### src/pkg/rda_map.vh
// Purpose: constants of the remote diode alarm status block
// Assumes: included by bare name from every design file
// Notes:   command codes that select the status registers are local choices
// How it works
// - channel 6 overtemp sets second-status bit 5
// - channel 5 overtemp sets second-status bit 4
// - channel 4 overtemp sets second-status bit 3
// - channel 1 overtemp sets second-status bit 0
// - diode fault of channel n sets third-status bit n
// - answer only the fixed seven-bit bus address
// - faulted channels are skipped by the measurement sequence
// - masked channels never drive the overtemp output
`ifndef RDA_MAP_VH
`define RDA_MAP_VH

// bus address variants
`define RDA_ADDR_V34     7'h1a
`define RDA_ADDR_V38     7'h1c
`define RDA_ADDR_V99     7'h4c
`define RDA_ADDR_V9C     7'h4e

// command codes that select a status register
`define RDA_CMD_OT       8'h12
`define RDA_CMD_FAULT    8'h1b

// overtemp status field positions
`define RDA_OT_BIT_CH6   5
`define RDA_OT_BIT_CH5   4
`define RDA_OT_BIT_CH4   3
`define RDA_OT_BIT_CH1   0

// fault status: channel n sits at bit n
`define RDA_NCH          6
`define RDA_STATUS_RST   8'h00
`define RDA_UNMAPPED     8'h00

`endif

### src/rda_top.v
// Purpose: status flags, channel sequencer and bus slave of the monitor
// Assumes: conversion engine and limit registers sit outside this block
// Notes:   data line is open drain; oe high pulls the line low
`timescale 1ns/10ps
`include "rda_map.vh"

module rda_top #(
  parameter [6:0] BUS_ADDR = `RDA_ADDR_V99
) (
  input  wire        core_clk_i,
  input  wire        arst_n_i,
  input  wire        smb_clk_i,
  input  wire        smb_data_i,
  output reg         smb_data_oe_o,
  input  wire [5:0]  diode_fault_i,
  input  wire [5:0]  ot_mask_i,
  input  wire [47:0] ot_limit_i,
  input  wire        meas_done_i,
  input  wire [7:0]  meas_temp_i,
  output reg         meas_start_o,
  output reg  [2:0]  meas_chan_o,
  output reg         overtemp_output_oe_o,
  output reg  [7:0]  overtemp_status_o,
  output reg  [7:0]  diode_fault_status_o
);

  localparam [1:0] SQ_PICK = 2'b01;
  localparam [1:0] SQ_WAIT = 2'b10;

  localparam [7:0] SB_IDLE = 8'h01;
  localparam [7:0] SB_ADDR = 8'h02;
  localparam [7:0] SB_ACKA = 8'h04;
  localparam [7:0] SB_WCMD = 8'h08;
  localparam [7:0] SB_ACKC = 8'h10;
  localparam [7:0] SB_RDAT = 8'h20;
  localparam [7:0] SB_RACK = 8'h40;
  localparam [7:0] SB_SKIP = 8'h80;

  // pin synchronisers
  reg [5:0] fault_m;
  reg [5:0] fault_s;
  reg [5:0] mask_m;
  reg [5:0] mask_s;
  reg       scl_m;
  reg       scl_s;
  reg       scl_d;
  reg       sda_m;
  reg       sda_s;
  reg       sda_d;

  always @(posedge core_clk_i or negedge arst_n_i) begin
    if (!arst_n_i) begin
      fault_m <= 6'h00;
      fault_s <= 6'h00;
      mask_m  <= 6'h00;
      mask_s  <= 6'h00;
      scl_m   <= 1'b1;
      scl_s   <= 1'b1;
      scl_d   <= 1'b1;
      sda_m   <= 1'b1;
      sda_s   <= 1'b1;
      sda_d   <= 1'b1;
    end else begin
      fault_m <= diode_fault_i;
      fault_s <= fault_m;
      mask_m  <= ot_mask_i;
      mask_s  <= mask_m;
      scl_m   <= smb_clk_i;
      scl_s   <= scl_m;
      scl_d   <= scl_s;
      sda_m   <= smb_data_i;
      sda_s   <= sda_m;
      sda_d   <= sda_s;
    end
  end

  // per-channel flags
  wire [5:0] ot_flag;
  wire [5:0] fault_flag;

  genvar g;
  generate
    for (g = 0; g < `RDA_NCH; g = g + 1) begin : g_chan
      rda_chan u_chan (
        .core_clk_i (core_clk_i),
        .arst_n_i   (arst_n_i),
        .upd_i      (meas_done_i && (meas_chan_o == g + 1) && !meas_start_o),
        .temp_i     (meas_temp_i),
        .limit_i    (ot_limit_i[8*g +: 8]),
        .fault_i    (fault_s[g]),
        .ot_o       (ot_flag[g]),
        .fault_o    (fault_flag[g])
      );
    end
  endgenerate

  // status images; channels 2 and 3 have no overtemp bit
  wire [7:0] next_ot_status;
  wire [7:0] next_fault_status;
  assign next_ot_status    = {2'b00, ot_flag[5], ot_flag[4], ot_flag[3], 2'b00,
                              ot_flag[0]};
  assign next_fault_status = {1'b0, fault_flag, 1'b0};

  always @(posedge core_clk_i or negedge arst_n_i) begin
    if (!arst_n_i) begin
      overtemp_status_o    <= `RDA_STATUS_RST;
      diode_fault_status_o <= `RDA_STATUS_RST;
      overtemp_output_oe_o <= 1'b0;
    end else begin
      overtemp_status_o    <= next_ot_status;
      diode_fault_status_o <= next_fault_status;
      // only channels 1, 4, 5 and 6 own an overtemp output path
      overtemp_output_oe_o <= |(ot_flag & ~mask_s & 6'h39);
    end
  end

  // measurement sequencer: round robin over healthy channels
  reg  [1:0] sq_state;
  reg  [2:0] next_chan;
  reg        next_found;
  integer    k;
  integer    cand;

  always @* begin
    next_chan  = 3'd1;
    next_found = 1'b0;
    cand       = 0;
    for (k = `RDA_NCH; k >= 1; k = k - 1) begin
      cand = ((meas_chan_o + k - 1) % `RDA_NCH) + 1;
      if (!fault_flag[cand-1]) begin
        next_chan  = cand[2:0];
        next_found = 1'b1;
      end
    end
  end

  always @(posedge core_clk_i or negedge arst_n_i) begin
    if (!arst_n_i) begin
      sq_state     <= SQ_PICK;
      meas_chan_o  <= 3'd6;
      meas_start_o <= 1'b0;
    end else begin
      meas_start_o <= 1'b0;
      case (sq_state)
        SQ_PICK: begin
          // with every channel faulted the engine simply stays idle
          if (next_found) begin
            meas_chan_o  <= next_chan;
            meas_start_o <= 1'b1;
            sq_state     <= SQ_WAIT;
          end
        end
        SQ_WAIT: begin
          if (meas_done_i && !meas_start_o) begin
            sq_state <= SQ_PICK;
          end
        end
        default: sq_state <= SQ_PICK;
      endcase
    end
  end

  // bus slave
  wire scl_rise;
  wire scl_fall;
  wire bus_start;
  wire bus_stop;
  assign scl_rise  = scl_s & ~scl_d;
  assign scl_fall  = ~scl_s & scl_d;
  assign bus_start = scl_s & scl_d & sda_d & ~sda_s;
  assign bus_stop  = scl_s & scl_d & ~sda_d & sda_s;

  reg [7:0] sb_state;
  reg [7:0] shreg;
  reg [3:0] bitcnt;
  reg [7:0] cmd;
  reg       rd_dir;
  reg       host_nack;
  reg [7:0] rd_data;

  always @* begin
    case (cmd)
      `RDA_CMD_OT:    rd_data = overtemp_status_o;
      `RDA_CMD_FAULT: rd_data = diode_fault_status_o;
      default:        rd_data = `RDA_UNMAPPED;
    endcase
  end

  always @(posedge core_clk_i or negedge arst_n_i) begin
    if (!arst_n_i) begin
      sb_state      <= SB_IDLE;
      shreg         <= 8'h00;
      bitcnt        <= 4'h0;
      cmd           <= 8'h00;
      rd_dir        <= 1'b0;
      host_nack     <= 1'b0;
      smb_data_oe_o <= 1'b0;
    end else if (bus_stop) begin
      sb_state      <= SB_IDLE;
      smb_data_oe_o <= 1'b0;
    end else if (bus_start) begin
      sb_state      <= SB_ADDR;
      bitcnt        <= 4'h0;
      smb_data_oe_o <= 1'b0;
    end else begin
      case (sb_state)
        SB_IDLE: smb_data_oe_o <= 1'b0;
        SB_ADDR, SB_WCMD: begin
          if (scl_rise) begin
            shreg  <= {shreg[6:0], sda_s};
            bitcnt <= bitcnt + 4'h1;
          end else if (scl_fall && bitcnt == 4'h8) begin
            if (sb_state == SB_WCMD) begin
              cmd           <= shreg;
              smb_data_oe_o <= 1'b1;
              sb_state      <= SB_ACKC;
            end else if (shreg[7:1] == BUS_ADDR) begin
              rd_dir        <= shreg[0];
              smb_data_oe_o <= 1'b1;
              sb_state      <= SB_ACKA;
            end else begin
              sb_state <= SB_SKIP;
            end
          end
        end
        SB_ACKA: begin
          if (scl_fall) begin
            bitcnt <= 4'h0;
            if (rd_dir) begin
              shreg         <= rd_data;
              smb_data_oe_o <= ~rd_data[7];
              sb_state      <= SB_RDAT;
            end else begin
              smb_data_oe_o <= 1'b0;
              sb_state      <= SB_WCMD;
            end
          end
        end
        SB_ACKC: begin
          // further written bytes only replace the command code
          if (scl_fall) begin
            bitcnt        <= 4'h0;
            smb_data_oe_o <= 1'b0;
            sb_state      <= SB_WCMD;
          end
        end
        SB_RDAT: begin
          if (scl_rise) begin
            bitcnt <= bitcnt + 4'h1;
          end else if (scl_fall) begin
            if (bitcnt == 4'h8) begin
              smb_data_oe_o <= 1'b0;
              sb_state      <= SB_RACK;
            end else begin
              shreg         <= {shreg[6:0], 1'b0};
              smb_data_oe_o <= ~shreg[6];
            end
          end
        end
        SB_RACK: begin
          if (scl_rise) begin
            host_nack <= sda_s;
          end else if (scl_fall) begin
            bitcnt <= 4'h0;
            if (host_nack) begin
              sb_state <= SB_SKIP;
            end else begin
              shreg         <= rd_data;
              smb_data_oe_o <= ~rd_data[7];
              sb_state      <= SB_RDAT;
            end
          end
        end
        SB_SKIP: smb_data_oe_o <= 1'b0;
        default: begin
          sb_state      <= SB_IDLE;
          smb_data_oe_o <= 1'b0;
        end
      endcase
    end
  end

endmodule

### src/rda_chan.v
// Purpose: one remote channel's overtemp and diode fault flags
// Assumes: fault_i already synchronised to core_clk_i
// Notes:   overtemp flag follows the latest completed measurement
`timescale 1ns/10ps
`include "rda_map.vh"

module rda_chan (
  input  wire       core_clk_i,
  input  wire       arst_n_i,
  input  wire       upd_i,
  input  wire [7:0] temp_i,
  input  wire [7:0] limit_i,
  input  wire       fault_i,
  output reg        ot_o,
  output reg        fault_o
);

  always @(posedge core_clk_i or negedge arst_n_i) begin
    if (!arst_n_i) begin
      ot_o    <= 1'b0;
      fault_o <= 1'b0;
    end else begin
      fault_o <= fault_i;
      // strictly above the limit counts as exceeding
      if (upd_i) begin
        ot_o <= (temp_i > limit_i);
      end
    end
  end

endmodule

### config.mk
export PLATFORM = sky130hd
export DESIGN_NAME = rda_top
export DESIGN_NICKNAME = d
export VERILOG_FILES = /design/src/rda_top.v /design/src/rda_chan.v
export VERILOG_INCLUDE_DIRS = /design/src /design/src/pkg
export SDC_FILE = /design/constraint.sdc
export NUM_CORES = 1
export LEC_CHECK = 0
export BUFFER_PORTS_ARGS = -buffer_cell sky130_fd_sc_hd__buf_4
export CAP_MARGIN = 20
export CORE_UTILIZATION = 45
export DETAILED_ROUTE_END_ITERATION = 12
export PLACE_DENSITY = 0.66
export SLEW_MARGIN = 15
export SYNTH_ARGS = -nofsm -noshare
export SYNTH_HDL_FRONTEND = slang
export SYNTH_HIERARCHICAL = 1
export SYNTH_SLANG_ARGS = --single-unit
### constraint.sdc
create_clock -name core_clk_i -period 6 [get_ports core_clk_i]
set_input_delay 1.2 -clock core_clk_i [delete_from_list [all_inputs] [get_ports core_clk_i]]
set_output_delay 1.2 -clock core_clk_i [all_outputs]
set_load 0.05 [all_outputs]
==> flow_metrics.env <==
export IMPL_syn_inst=507
export IMPL_detailedRoute_firstPassIterationCount=5
export IMPL_timing_worst_setup_path_type="register to register"
export IMPL_clkLatencyLatePin_ns=0.33
export IMPL_cts_max_path_buffers=2
export IMPL_numPortBuffers=70
export IMPL_synth_warning_count=6
export IMPL_worst_setup_path_end_kind="register"
export IMPL_placement_rows=39
export IMPL_final_setup_skew_ns=0.00719
export IMPL_antenna_found_initial=0
export IMPL_flow_area_growth_from_synthesis_pct=17.8
export IMPL_num_nets_final=709
export IMPL_power_density_nw_per_um2=488
export IMPL_power_total_uw=3020
export IMPL_cts_post_setup_buffers_inserted=0
export IMPL_htreeDepth=3
export IMPL_wirelength_um=11300
export IMPL_cp_required_ns=6.20
export IMPL_maximum_capacitance_violations=0
export IMPL_die_y_um=110
export IMPL_dieArea_um2=12100
export IMPL_drt_antenna_violating_nets=0
export IMPL_design_portCount=95
export IMPL_post_synth_instance_area_um2=5240
export IMPL_clk_root_buffer_cell="clkbuf_16"
export IMPL_cts_clk_slew_worst_paths_ns=0.06
export IMPL_hold_viol_final=0
export IMPL_timing_final_ws_setup_ns=1.09
export IMPL_grt_pass1_wl_um=18600
export IMPL_via_count_of_the_first_global_routing_pass=3826
export IMPL_core_area_um2=11400
export IMPL_cpMostUsedCell="ha_1"
export IMPL_post_route_period_util=0.818
export IMPL_finalSetupViolCount=0
export IMPL_post_cts_resize_count=0
export IMPL_final_min_clock_period_ns=4.91
export IMPL_synth_area_per_cell_um2=10.3
export IMPL_detailroute_via_count=3988
export IMPL_slew_limit_headroom=0.350
export IMPL_timing_critical_path_fanout_max=14
export IMPL_cts_tree="yes"
export IMPL_worst_r2r_setup_slack_ns=1.09
export IMPL_timing_hold_worst_class="register to register"
export IMPL_max_stage_delay_ns=0.72
export IMPL_worstSetupStartpointType="register"
export IMPL_antenna_cells=0
export IMPL_timing_setup_tns_ns=0
export IMPL_power_leakage_uw=0.00296
export IMPL_routed_via_density=5.48
export IMPL_cts_inserted_buffers=9
export IMPL_cp_slowest_cell="dfstp_2"
export IMPL_remaining_overflow_grt=0
export IMPL_worst_slew_pin_slew_ns=0.970
export IMPL_grt_setup_unrepaired="false"
export IMPL_grt_start_max_net_pins=85
export IMPL_final_hpwl_from_detailed_placement_um=8620
export IMPL_post_route_cells_drive_above_1_share=0.241
export IMPL_final_max_slew_violation_count=0
export IMPL_dr_first_iter_drc_count=255
export IMPL_tritoncts_num_sinks=84
export IMPL_drt_wirelength_per_cell_um=15.5
export IMPL_die_w_um=110
export IMPL_top_delay_family_on_crit_path="adder cells"
export IMPL_rd_place_congestion=0.843
export IMPL_vdd_ir_drop_max_mv=0.258
export IMPL_cp_data_arrival_time_ns=5.11
export IMPL_ctsHoldBuffers=0
export IMPL_maxClockFrequency_mhz=204
export IMPL_global_route_usage_total=0.203
export IMPL_initial_core_util=0.461
export IMPL_critical_path_cell_chain="inv_1, ha_1, ha_1, or2_1, ha_1, nand3b_1, a221oi_1, a31oi_1, ha_1, mux4_1, mux2_4, a41oi_4, mux2i_1, o21ai_0"
export IMPL_pre_cts_slack_ns=1.19
export IMPL_path_buf_inv=1
export IMPL_outcome="finished clean"
export IMPL_drt_drc_violations_left=0
==> stage by stage <==
step | instance area [um2] | instances | util | hold WS [ns]
finish | 6170 | 728 | 0.543 | 0.339
global route | 6170 | 728 | 0.543 | 0.350
CTS | 6170 | 728 | 0.543 | 0.344
detailed placement | 5870 | 712 | 0.516 | 0.335
global placement | 5870 | 712 | 0.516 | 0.332
floorplan | 5260 | 512 | - | 0.331
==> path summary, 6_finish.rpt <==
| kind | depth (start not counted) | start | endpoint |
|---|---|---|---|
| worst max-delay path | 14 | meas_chan_o[2] | meas_chan_o[0] |
| worst min register to register | 0 | fault_s[5] | g_chan[5].u_chan/fault_o |
| max in group asynchronous | 1 | arst_n_i | g_chan[0].u_chan/fault_o |
| worst max register to register | 14 | meas_chan_o[2] | meas_chan_o[0] |
| min in group asynchronous | 1 | arst_n_i | sb_state[7] |
| worst min-delay path | 0 | fault_s[5] | g_chan[5].u_chan/fault_o |
==> state kept, by name (all words and copies together), names as in the netlist, 2 cells and up <==
| register | cells |
|---|---|
| meas_chan_o | 3 |
| overtemp_status_o | 4 |
| shreg | 8 |
| g_chan.u_chan/fault_o | 6 |
| diode_fault_status_o | 6 |
| mask_s | 4 |
| g_chan.u_chan/ot_o | 4 |
| bitcnt | 4 |
| fault_s | 6 |
| mask_m | 4 |
| sb_state | 8 |
| fault_m | 6 |
| cmd | 8 |
| sq_state | 2 |
==> layout make-up <==
| type | instances | area (um2) |
|---|---|---|
| inverters | 55 | 206 |
| clock buffers | 11 | 243 |
| clock inverters | 5 | 62.6 |
| repair buffers | 71 | 537 |
| flip-flops and latches | 84 | 2110 |
| multi-input cells | 359 | 2830 |
| fillers | 1015 | 5190 |
| well taps | 143 | 179 |
==> report_power, final <==
part | internal [uW] | leakage [uW] | switching [uW]
sequential | 667 | 0.00103 | 104
clock | 335 | 0.000142 | 216
combinational | 746 | 0.00179 | 948
==> placed cells by master (no fill, tap or decap), types with 3 or more instances in the layout <==
master	n
a21oi_1	18
a21oi_2	4
a221o_1	3
a22o_1	4
a31oi_1	11
and2_1	5
and3_1	3
and3_2	3
buf_4	70
clkbuf_16	9
conb_1	6
dfrtp_1	74
dfstp_2	10
ha_1	55
inv_1	55
mux2_2	20
mux2i_1	15
nand2_1	39
nand2b_1	5
nand3_1	11
nand3b_1	3
nand4_1	9
nand4b_1	6
nor2_1	26
nor2b_1	11
nor3_1	7
nor3b_1	3
nor4b_1	3
o211ai_1	6
o211ai_2	4
o21ai_0	20
o221a_1	4
o22ai_1	6
o31ai_1	4
xnor2_1	4
xor2_1	3
==> worst reg2reg max path, stage by stage (launching register included) <==
cell and delay (ns):
dfstp_2 0.72, inv_1 0.17, ha_1 0.28, ha_1 0.27
or2_1 0.30, ha_1 0.32, nand3b_1 0.20, a221oi_1 0.31
a31oi_1 0.13, ha_1 0.43, mux4_1 0.64, mux2_4 0.32
a41oi_4 0.36, mux2i_1 0.22, o21ai_0 0.10
==> layer usage <==
layer  global-route usage  vias to the layer above  wire length [um]
li1                     -                     1965                 -
met1                0.280                     1908              5350
met2                0.308                      103              5190
met3               0.0528                       12               580
met4               0.0686                        0               140
met5                    0                        -                 0
(Power assumes the default switching activity.)
